$ cat src/rtl/mcp_pkg.sv
// constants and types of the motor-control pwm unit
`default_nettype none
package mcp_pkg;
  localparam int CNT_W = 12;
  localparam int CH_N = 6;
  localparam int PAIR_N = 3;
  localparam int DT_W = 8;
  localparam int PS_W = 3;
  localparam int PSC_W = 7;
  // register byte addresses
  localparam logic [7:0] A_CTRL = 8'h00;
  localparam logic [7:0] A_CFG = 8'h04;
  localparam logic [7:0] A_MOD = 8'h08;
  localparam logic [7:0] A_MAP = 8'h0C;
  localparam logic [7:0] A_SWC = 8'h10;
  localparam logic [7:0] A_DT = 8'h14;
  localparam logic [7:0] A_STAT = 8'h18;
  localparam logic [7:0] A_VAL0 = 8'h20;
  localparam logic [7:0] A_VSTEP = 8'h04;
  // pwm_control_one fields
  localparam int B_RUN = 0;
  localparam int B_LDE = 1;
  localparam int B_FLAG = 2;
  localparam int B_IEN = 3;
  localparam int B_CLO = 4;
  localparam int B_CHI = 5;
  localparam int B_BANK_Y_SOFT_DISABLE = 6;
  localparam int B_BANK_X_SOFT_DISABLE = 7;
  // configuration fields
  localparam int B_CTR = 0;
  localparam int B_IND = 1;
  localparam int F_PS = 2;
  // disable map fields: bank x low half, bank y high half
  localparam int F_MAPY = 6;
  localparam int STAT_SENS = 12;
  localparam logic [7:0] CTRL_RST = 8'h00;
  localparam logic [CNT_W-1:0] MOD_RST = 12'hFFF;
  localparam logic [CNT_W-1:0] CNT_ONE = 12'h001;
  localparam logic [CNT_W-1:0] CNT_ZERO = 12'h000;
  localparam logic [1:0] HTRANS_NSEQ = 2'h2;
  localparam logic HRESP_OKAY = 1'b0;
  typedef enum logic [1:0] {CORR_NONE, CORR_SW, CORR_PIN, CORR_LAT} mcp_corr_t;
endpackage
`default_nettype wire

$ cat src/rtl/mcp_unit.sv
// six-channel motor-control pwm generator with ahb-lite registers
//
// Register access over AHB-Lite and the register addresses were decided locally.
`default_nettype none
// Contract
// one 12-bit counter is the timebase for all six channels.
// resolution is one counter tick edge-aligned, two ticks center-aligned.
// counter tick is the operating clock divided by a programmable prescaler.
// three complementary pairs or six independent outputs, center or edge aligned.
// complementary pairs get dead time before either output turns on.
// pair duty switches between two values by sensed current polarity.
// top/bottom correction driven by sense inputs or software bits.
// control register governs enable, value loading and correction method.
// software disable forces mapped outputs to their inactive state.
// bank x disable acts at once; re-enable waits for next cycle start.
// bank y disable acts at once; re-enable waits for next cycle start.
// the disable map register accepts only its first write.
// with irq enable set, a set reload flag holds the interrupt pending.
// clearing irq enable blocks the pending reload interrupt.
// reload flag sets at every reload cycle start, load enable or not.
// flag clears only after a read seeing it set, then a zero write.
// a reload between that read and the write voids the zero write.
// clearing the flag withdraws the reload interrupt, nothing else.
// a two-bit control field selects the correction scheme.
// edge mode counts 1 to modulus; center counts up then down.
// new modulus, prescaler, duty take effect at reload only with load enable.
module mcp_unit
  import mcp_pkg::*;
(
  input wire logic mclk,
  input wire logic rstn,
  input wire logic hsel,
  input wire logic [31:0] haddr,
  input wire logic [1:0] htrans,
  input wire logic hwrite,
  input wire logic [2:0] hsize,
  input wire logic [31:0] hwdata,
  input wire logic hready,
  output logic hreadyout,
  output logic hresp,
  output logic [31:0] hrdata,
  input wire logic [mcp_pkg::PAIR_N-1:0] cur_sense,
  output logic [mcp_pkg::CH_N-1:0] pwm_out,
  output logic reload_irq
);
  import mcp_pkg::*;

  logic [31:0] hrdata_r;
  logic wr_r;
  logic [7:0] addr_r;
  logic [7:0] ctrl_r;
  logic load_enable_r;
  logic reload_flag_r;
  logic armed_r;
  logic [PS_W+1:0] cfg_r;
  logic [CNT_W-1:0] mod_buf_r, mod_act_r;
  logic [PS_W-1:0] ps_act_r;
  logic [CNT_W-1:0] val_buf_r [CH_N];
  logic [CNT_W-1:0] val_act_r [CH_N];
  logic [2*CH_N-1:0] map_r;
  logic map_done_r;
  logic [PAIR_N-1:0] swc_r;
  logic [DT_W-1:0] dt_r;
  logic [PAIR_N-1:0] sens_m_r, sens_s_r, sens_l_r;
  logic [PSC_W-1:0] psc_r;
  logic [CNT_W-1:0] cnt_r;
  logic down_r;
  logic [CH_N-1:0] mask_r;
  logic [CH_N-1:0] out_r;
  logic [PAIR_N-1:0] raw_prev_r;
  logic [DT_W-1:0] dtc_r [PAIR_N];

  // bus decode: zero wait states, always OKAY
  wire ap = hsel && htrans == HTRANS_NSEQ && hready;
  wire [7:0] ap_addr = haddr[7:0];
  wire wr_ctrl = wr_r && addr_r == A_CTRL;
  wire wr_cfg = wr_r && addr_r == A_CFG;
  wire wr_mod = wr_r && addr_r == A_MOD;
  wire wr_map = wr_r && addr_r == A_MAP;
  wire wr_swc = wr_r && addr_r == A_SWC;
  wire wr_dt = wr_r && addr_r == A_DT;
  wire rd_ctrl = ap && !hwrite && ap_addr == A_CTRL;
  assign hreadyout = 1'b1;
  assign hresp = HRESP_OKAY;
  assign hrdata = hrdata_r;

  // control fields
  wire run = ctrl_r[B_RUN];
  wire center = cfg_r[B_CTR];
  wire indep = cfg_r[B_IND];
  wire mcp_corr_t corr = mcp_corr_t'({ctrl_r[B_CHI], ctrl_r[B_CLO]});
  wire [7:0] ctrl_rd = {ctrl_r[7:3], reload_flag_r, load_enable_r, ctrl_r[B_RUN]};

  // prescaled counter tick and reload boundary
  wire [PSC_W-1:0] psc_top = PSC_W'((1 << ps_act_r) - 1);
  wire tick = run && psc_r == psc_top;
  wire at_top = cnt_r >= mod_act_r;
  wire start = tick && (cnt_r == CNT_ZERO || (center ? (down_r && cnt_r <= CNT_ONE) : at_top));
  wire load = start && load_enable_r;

  // read mux
  logic [31:0] rd_mux;
  always_comb begin
    rd_mux = 32'h0000_0000;
    if (ap_addr == A_CTRL) begin
      rd_mux[7:0] = ctrl_rd;
    end else if (ap_addr == A_CFG) begin
      rd_mux[PS_W+1:0] = cfg_r;
    end else if (ap_addr == A_MOD) begin
      rd_mux[CNT_W-1:0] = mod_buf_r;
    end else if (ap_addr == A_MAP) begin
      rd_mux[2*CH_N-1:0] = map_r;
    end else if (ap_addr == A_SWC) begin
      rd_mux[PAIR_N-1:0] = swc_r;
    end else if (ap_addr == A_DT) begin
      rd_mux[DT_W-1:0] = dt_r;
    end else if (ap_addr == A_STAT) begin
      rd_mux[CNT_W-1:0] = cnt_r;
      rd_mux[STAT_SENS+PAIR_N-1:STAT_SENS] = sens_s_r;
    end else begin
      for (int i = 0; i < CH_N; i++) begin
        if (ap_addr == A_VAL0 + 8'(i) * A_VSTEP) begin
          rd_mux[CNT_W-1:0] = val_buf_r[i];
        end
      end
    end
  end

  // bus phase tracking and read data
  always_ff @(posedge mclk) begin
    if (!rstn) begin
      wr_r <= 1'b0;
      addr_r <= 8'h00;
      hrdata_r <= 32'h0000_0000;
    end else begin
      wr_r <= ap && hwrite;
      if (ap) begin
        addr_r <= ap_addr;
      end
      if (ap && !hwrite) begin
        hrdata_r <= rd_mux;
      end
    end
  end

  // control register, load enable, reload flag and its clear sequence
  wire flag_clr = wr_ctrl && !hwdata[B_FLAG] && armed_r && !start;
  always_ff @(posedge mclk) begin
    if (!rstn) begin
      ctrl_r <= CTRL_RST;
      load_enable_r <= 1'b0;
      reload_flag_r <= 1'b0;
      armed_r <= 1'b0;
    end else begin
      if (wr_ctrl) begin
        ctrl_r <= hwdata[7:0];
      end
      if (load) begin
        load_enable_r <= 1'b0;
      end else if (wr_ctrl) begin
        load_enable_r <= hwdata[B_LDE];
      end
      if (start) begin
        reload_flag_r <= 1'b1;
      end else if (flag_clr) begin
        reload_flag_r <= 1'b0;
      end
      if (start || wr_ctrl) begin
        armed_r <= 1'b0;
      end else if (rd_ctrl && reload_flag_r) begin
        armed_r <= 1'b1;
      end
    end
  end

  // irq follows flag and enable; clearing either withdraws it
  assign reload_irq = reload_flag_r && ctrl_r[B_IEN];

  // configuration, buffered values and write-once map
  always_ff @(posedge mclk) begin
    if (!rstn) begin
      cfg_r <= '0;
      mod_buf_r <= MOD_RST;
      map_r <= '0;
      map_done_r <= 1'b0;
      swc_r <= '0;
      dt_r <= '0;
    end else begin
      if (wr_cfg) begin
        cfg_r <= hwdata[PS_W+1:0];
      end
      if (wr_mod) begin
        mod_buf_r <= hwdata[CNT_W-1:0];
      end
      if (wr_map && !map_done_r) begin
        map_r <= hwdata[2*CH_N-1:0];
        map_done_r <= 1'b1;
      end
      if (wr_swc) begin
        swc_r <= hwdata[PAIR_N-1:0];
      end
      if (wr_dt) begin
        dt_r <= hwdata[DT_W-1:0];
      end
    end
  end

  // active modulus and prescaler change only at a reload with load enable
  always_ff @(posedge mclk) begin
    if (!rstn) begin
      mod_act_r <= MOD_RST;
      ps_act_r <= '0;
    end else if (load) begin
      mod_act_r <= mod_buf_r;
      ps_act_r <= cfg_r[F_PS+PS_W-1:F_PS];
    end
  end

  // prescaler and shared up or up/down counter
  always_ff @(posedge mclk) begin
    if (!rstn || !run) begin
      psc_r <= '0;
      cnt_r <= CNT_ZERO;
      down_r <= 1'b0;
    end else begin
      psc_r <= tick ? '0 : psc_r + 1'b1;
      if (start) begin
        cnt_r <= CNT_ONE;
        down_r <= 1'b0;
      end else if (tick && !down_r && at_top) begin
        cnt_r <= center ? cnt_r - 1'b1 : cnt_r;
        down_r <= center;
      end else if (tick) begin
        cnt_r <= down_r ? cnt_r - 1'b1 : cnt_r + 1'b1;
      end
    end
  end

  // current sense: two-flop sync, and a copy latched per cycle
  always_ff @(posedge mclk) begin
    if (!rstn) begin
      sens_m_r <= '0;
      sens_s_r <= '0;
      sens_l_r <= '0;
    end else begin
      sens_m_r <= cur_sense;
      sens_s_r <= sens_m_r;
      if (start) begin
        sens_l_r <= sens_s_r;
      end
    end
  end

  // disable mask: set at once, released only at a cycle start
  wire [CH_N-1:0] map_x = map_r[CH_N-1:0];
  wire [CH_N-1:0] map_y = map_r[2*CH_N-1:F_MAPY];
  wire [CH_N-1:0] want_x = ctrl_r[B_BANK_X_SOFT_DISABLE] ? map_x : '0;
  wire [CH_N-1:0] want_y = ctrl_r[B_BANK_Y_SOFT_DISABLE] ? map_y : '0;
  always_ff @(posedge mclk) begin
    if (!rstn) begin
      mask_r <= '0;
    end else begin
      mask_r <= start ? (want_x | want_y) : (mask_r | want_x | want_y);
    end
  end

  // per-channel value registers and compare
  logic [CH_N-1:0] on_c;
  logic [CH_N-1:0] out_nxt;
  for (genvar i = 0; i < CH_N; i++) begin : g_ch
    wire wr_val = wr_r && addr_r == A_VAL0 + 8'(i) * A_VSTEP;
    always_ff @(posedge mclk) begin
      if (!rstn) begin
        val_buf_r[i] <= '0;
        val_act_r[i] <= '0;
      end else begin
        if (wr_val) begin
          val_buf_r[i] <= hwdata[CNT_W-1:0];
        end
        if (load) begin
          val_act_r[i] <= val_buf_r[i];
        end
      end
    end
    assign on_c[i] = cnt_r != CNT_ZERO && cnt_r <= val_act_r[i];
  end

  // complementary pairs: corrected duty, dead time, top/bottom
  for (genvar p = 0; p < PAIR_N; p++) begin : g_pair
    wire pick = (corr == CORR_SW) ? swc_r[p] :
                (corr == CORR_PIN) ? sens_s_r[p] :
                (corr == CORR_LAT) ? sens_l_r[p] : 1'b0;
    wire [CNT_W-1:0] duty = pick ? val_act_r[2*p+1] : val_act_r[2*p];
    wire raw = cnt_r != CNT_ZERO && cnt_r <= duty;
    wire quiet = raw == raw_prev_r[p] && dtc_r[p] == '0;
    always_ff @(posedge mclk) begin
      if (!rstn) begin
        raw_prev_r[p] <= 1'b0;
        dtc_r[p] <= '0;
      end else begin
        raw_prev_r[p] <= raw;
        if (raw != raw_prev_r[p]) begin
          dtc_r[p] <= dt_r;
        end else if (dtc_r[p] != '0) begin
          dtc_r[p] <= dtc_r[p] - 1'b1;
        end
      end
    end
    assign out_nxt[2*p] = run && !mask_r[2*p] &&
                          (indep ? on_c[2*p] : raw && quiet);
    assign out_nxt[2*p+1] = run && !mask_r[2*p+1] &&
                            (indep ? on_c[2*p+1] : !raw && quiet && cnt_r != CNT_ZERO);
  end

  // registered pins
  always_ff @(posedge mclk) begin
    if (!rstn) begin
      out_r <= '0;
    end else begin
      out_r <= out_nxt;
    end
  end
  assign pwm_out = out_r;
endmodule
`default_nettype wire

$ cat config.mk
export PLATFORM = sky130hd
export DESIGN_NAME = mcp_unit
export DESIGN_NICKNAME = d
export VERILOG_FILES = /design/src/rtl/mcp_pkg.sv /design/src/rtl/mcp_unit.sv
export SDC_FILE = /design/constraint.sdc
export NUM_CORES = 1
export LEC_CHECK = 0
export BUFFER_PORTS_ARGS = -buffer_cell sky130_fd_sc_hd__buf_2
export CAP_MARGIN = 30
export CELL_PAD_IN_SITES_DETAIL_PLACEMENT = 1
export CELL_PAD_IN_SITES_GLOBAL_PLACEMENT = 2
export CORE_ASPECT_RATIO = 1.2
export CORE_MARGIN = 2
export CORE_UTILIZATION = 44
export CTS_BUF_LIST = sky130_fd_sc_hd__clkbuf_4
export CTS_CLUSTER_DIAMETER = 100
export DETAILED_ROUTE_END_ITERATION = 16
export GPL_TIMING_DRIVEN = 0
export HOLD_SLACK_MARGIN = 0.06
export PLACE_DENSITY = 0.95
export SYNTH_ARGS = -nofsm -noshare
export SYNTH_HDL_FRONTEND = slang
export SYNTH_SLANG_ARGS = --single-unit
$ cat constraint.sdc
create_clock -name mclk -period 6.3 [get_ports mclk]
set_input_delay 1.26 -clock mclk [delete_from_list [all_inputs] [get_ports mclk]]
set_output_delay 1.26 -clock mclk [all_outputs]
set_load 0.05 [all_outputs]
Word level (Yosys, flattened, before mapping)
Memories as Yosys holds them, arrays and structs flattened.
Index checks and enable logic that the tools add are counted.
{"block": "word_totals", "ram_bits": 168, "register_bits": 135, "latchBits": 0, "inputBits": 77, "n_memories": 3, "romBits": 0}
{"name": "val_act_r", "words": 6, "word_bits": 12, "rd": 6, "rd_ports_with_merged_regs": 0, "wr": 6, "line_no": "mcp_unit.sv:59", "rtl": "logic [CNT_W-1:0] val_act_r [CH_N];"}
{"name": "val_buf_r", "words": 6, "word_bits": 12, "rd": 6, "rd_ports_with_merged_regs": 0, "wr": 6, "line_no": "mcp_unit.sv:58", "rtl": "logic [CNT_W-1:0] val_buf_r [CH_N];"}
{"name": "dtc_r", "words": 3, "word_bits": 8, "rd": 3, "rd_ports_with_merged_regs": 0, "wr": 3, "line_no": "mcp_unit.sv:71", "rtl": "logic [DT_W-1:0] dtc_r [PAIR_N];"}
{"block": "classes", "add_sub_neg": 7, "eq_ne": 36, "reduce_logical": 100, "n_mux": 121, "n_lt_le_gt_ge": 11, "bitwise_logic": 22, "shifts": 1, "n_mul": 0, "div_mod_pow": 0}
{"operator": "$mux 12", "count": 35}
{"operator": "$le 12x12->1", "count": 9}
{"operator": "$mux 8", "count": 13}
{"operator": "$eq 8x6->1 const B", "count": 12}
{"operator": "$logic_and 1x1->1", "count": 62}
{"operator": "$mux 1", "count": 62}
{"operator": "$eq 8x5->1 const B", "count": 5}
{"operator": "$logic_not 8->1", "count": 5}
{"operator": "$eq 8x4->1 const B", "count": 4}
{"operator": "$reduce_bool 8->1", "count": 3}
{"operator": "$sub 8x1->8 const B", "count": 3}
{"operator": "$mux 6", "count": 3}
{"operator": "$or 1x1->1", "count": 18}
{"operator": "$or 6x6->6", "count": 3}
{"operator": "$eq 8x3->1 const B", "count": 2}
{"operator": "$logic_not 1->1", "count": 16}
{"operator": "$mux 7", "count": 2}
{"operator": "$add 12x1->12 const B", "count": 1}
{"operator": "$ge 12x12->1", "count": 1}
{"operator": "$le 12x1->1 const B", "count": 1}
{"operator": "$logic_not 12->1", "count": 1}
{"operator": "$mux 3", "count": 4}
{"operator": "$reduce_bool 12->1", "count": 1}
{"operator": "$sub 12x1->12 const B", "count": 1}
{"operator": "other kinds (18)", "count": 31}

Logic depth before layout (Yosys ltp)
{"block": "depth", "depth_word": 25, "mapped_depth": 17}

Least setup slack after synthesis
OpenSTA, ideal clock, no wires.
{"block": "synth_timing", "kind": "reg2reg", "from": "register cnt_r[0]", "to": "memory val_act_r[0][0] (enable)", "period_less_slack_ns": 4.309, "required_ns": 5.552, "stages_incl_launch_ff": 11, "slack_ns": 1.991, "path_buffers": 1, "t_arrival_ns": 3.561, "setup_time_ns": 0.748, "path_cell_list": "dfxtp_1 > inv_1 > ha_1 > or3b_1 > o211ai_1 > a21oi_1 > o21ai_0 > a221oi_2 > nand2_2 > buf_2 > nand2_1"}
{"element": "start: declaration", "line_no": "mcp_unit.sv:66", "rtl": "logic [CNT_W-1:0] cnt_r;"}
{"element": "start signal: assignment", "line_no": "mcp_unit.sv:231", "rtl": "cnt_r <= center ? cnt_r - 1'b1 : cnt_r;"}
{"element": "start signal: assignment", "line_no": "mcp_unit.sv:234", "rtl": "cnt_r <= down_r ? cnt_r - 1'b1 : cnt_r + 1'b1;"}
{"element": "end: declaration", "line_no": "mcp_unit.sv:59"}

==> run metrics <==
DRC violations left=0; Die H=220 um; Synth Area in XOR/XNOR=1.57%; Synth Instances=1,768; core area=38,500 sq um; fin crit share=80.2%; post-route ant nets=0; worst slew pin tran=1040 ps; R2R depth=16; Clock Path Buffers=3; clk_skew=67.9 ps; static leakage=8.37 nW; async set or reset register ratio after synthesis=0%; detailed-route wire length=59,400 um; mux cell area share after synthesis=5.64%; worst endpoint data arrival time=5440 ps; setup TNS=0 ps; setup bufs post-CTS=0; #FFs+latches synth=301; clk sink count=301; final hold vios=0; post-route setup slack=1250 ps; Vias/cell=5.89; clk_lat worst skew=790 ps; startpoint types=flip-flop; share of layout cells above drive strength 1=13.8%; sequential cell area fraction in the yosys report=45.0%; Setup crit start=ctrl_r[5]; Worst Setup End Kind=flip-flop; simple logic cell fraction of the synthesized area=20.6%; fin nets=2,140; GRT overflow=0; worst-path fanout max=10; clock buffer count from CTS=80; Syn Area/Cell=9.69 sq um; reg-to-reg startpoint=ctrl_r[5]; CTS Root Cell=clkbuf_4; Slew Limit Fails=0; total track usage=29.6%; outcome=complete, no violations; critical hold path startpoint=sens_m_r[1]; I/O Buffers=47; FP Rows=79; # IOs=118; Max Cap Viol=0; die area=40,500 sq um; final setup vio count=0; most frequent cells in the layout=edfxtp_1 (168), nor2_1 (161), and2_1 (155); pwr/cell area=243 nW/um^2; worst slack, placed=1310 ps; vias=14.6k; CTS tree=built; initial antenna violation count=2; initial detailed-routing violation count=1,280; Netlist cell types=86; Post-Synth Adder-Cell Area=9.64%; critical path required time=6690 ps; vias in the first global route=15.4k; EDFF count, synth=168; first-pass GRT wire length=89,000 um; DRT Pass-1 Iters=6; Hold Path Class=reg -> reg; Die W=184 um; maximum clock rate=0.198 GHz; VDD IR max=0.000211 V; unrepaired setup endpoints after global routing=false; Synth Area in Compound Gates=12.4%; post_cts resized=0; Starting Density=44.4%; H-tree depth=3; Synth-to-Final Area Change=12.9%; Syn Std Cell Area=17,100 sq um; Avg WL per Cell=24.0 um; Hold Crit Depth=1; most common cell after layout, fill and taps aside=edfxtp_1; Fill cells=4,448; dpl hpwl=45,500 um; RD Place Congestion=0.923; Setup CP Type=reg -> reg; max_slew headroom=30.3%; Reg clk slew, reported paths=60 ps; largest family of logic cells by synthesized area=simple AND/OR/NAND/NOR gates; pin count of the biggest net entering global routing=74; most common flop cell mapped by yosys=edfxtp_1; cts hold-fix bufs=0; synth warn=0; fin crit period=5050 ps
## state kept, by name, summed over array words and instances (netlist names), 5 cells and up
signal and count:
val_act_r 72, map_r 12, pwm_out 6, dtc_r 24, hrdata 15, mask_r 6, addr_r 8, cnt_r 12
dt_r 8, mod_act_r 12, mod_buf_r 12, val_buf_r 72, ctrl_r 6, cfg_r 5, psc_r 7
## per-stage QoR
stage	area, sq um	instances	util (%)	power [W]	hold WS (ps)
after floorplan	17200	1785	-	0.00274	392
after global placement	18000	2318	46.8	0.00290	415
after detailed placement	18300	2333	47.4	0.00295	430
after CTS	19300	2474	50.0	0.00473	445
after global routing	19300	2477	50.2	0.00492	456
final	19300	2477	50.2	0.00471	441
## cell type report
type / count / area, sq um / share of cell area [%]
Antenna cell: 1 / 2.50 / 0.0129
Timing Repair Buffer: 64 / 498 / 2.57
Clock inverter: 22 / 138 / 0.712
Buffer: 105 / 515 / 2.67
Inverter: 95 / 357 / 1.84
Clock buffer: 119 / 893 / 4.62
Multi-Input combinational cell: 1284 / 8620 / 44.6
Tap cell: 486 / 608 / 3.14
Sequential cell: 301 / 7710 / 39.8
## power by group
part	total, W	internal [W]	switching [W]
logic	0.000639	0.000235	0.000405
clock network	0.00179	0.000943	0.000849
registers	0.00227	0.00219	0.0000789
## layer usage
layer / track usage (%) / vias to the layer above / routed length, um
li1: - / 6655 / -
met1: 35.9 / 7171 / 23600
met2: 50.3 / 610 / 28500
met3: 4.59 / 146 / 4210
met4: 16.7 / 0 / 3080
met5: 0 / - / 0
## cell families after synthesis
| group | after synthesis |
|---|---|
| compound gates | 331 |
| fa+ha+maj | 132 |
| mux | 95 |
| flops | 301 |
| buf+inv | 200 |
| xor+xnor | 29 |
| other cells | 2 |
| simple gates | 678 |
## worst max-delay path, stage by stage, from the launching register on
cell and delay (ps):
dfxtp_1 310, clkbuf_1 430, mux2_2 250, nand2_1 50
o21ai_1 400, clkbuf_1 440, nor2_1 80, a21oi_1 190
ha_1 280, nor2b_1 140, o21ai_0 150, or2b_2 310
a21oi_1 180, o211ai_1 140, o32ai_2 450, xnor2_2 360
nand3_1 490
## synth_stat cells, types with 60 or more instances
cell	instances	share of area (%)
nor2_1	161	3.5
ha_1	132	9.6
nand3_1	60	1.8
nand2_1	130	2.8
edfxtp_1	168	29
o21ai_0	61	1.8
inv_1	94	2.1
a21oi_1	123	3.6
dfxtp_1	133	16
and2_1	155	5.7
mux2i_1	83	4.8
clkbuf_1	61	1.3
## path summary, 6_finish.rpt
kind | endpoint | slack (ps)
hold reg to reg | sens_s_r[1] | 440
setup reg to reg | dtc_r[0][4] | 1250
hold / removal | sens_s_r[1] | 440
setup / recovery | dtc_r[0][4] | 1250
No activity file was read; power rests on OpenSTA's default activity.
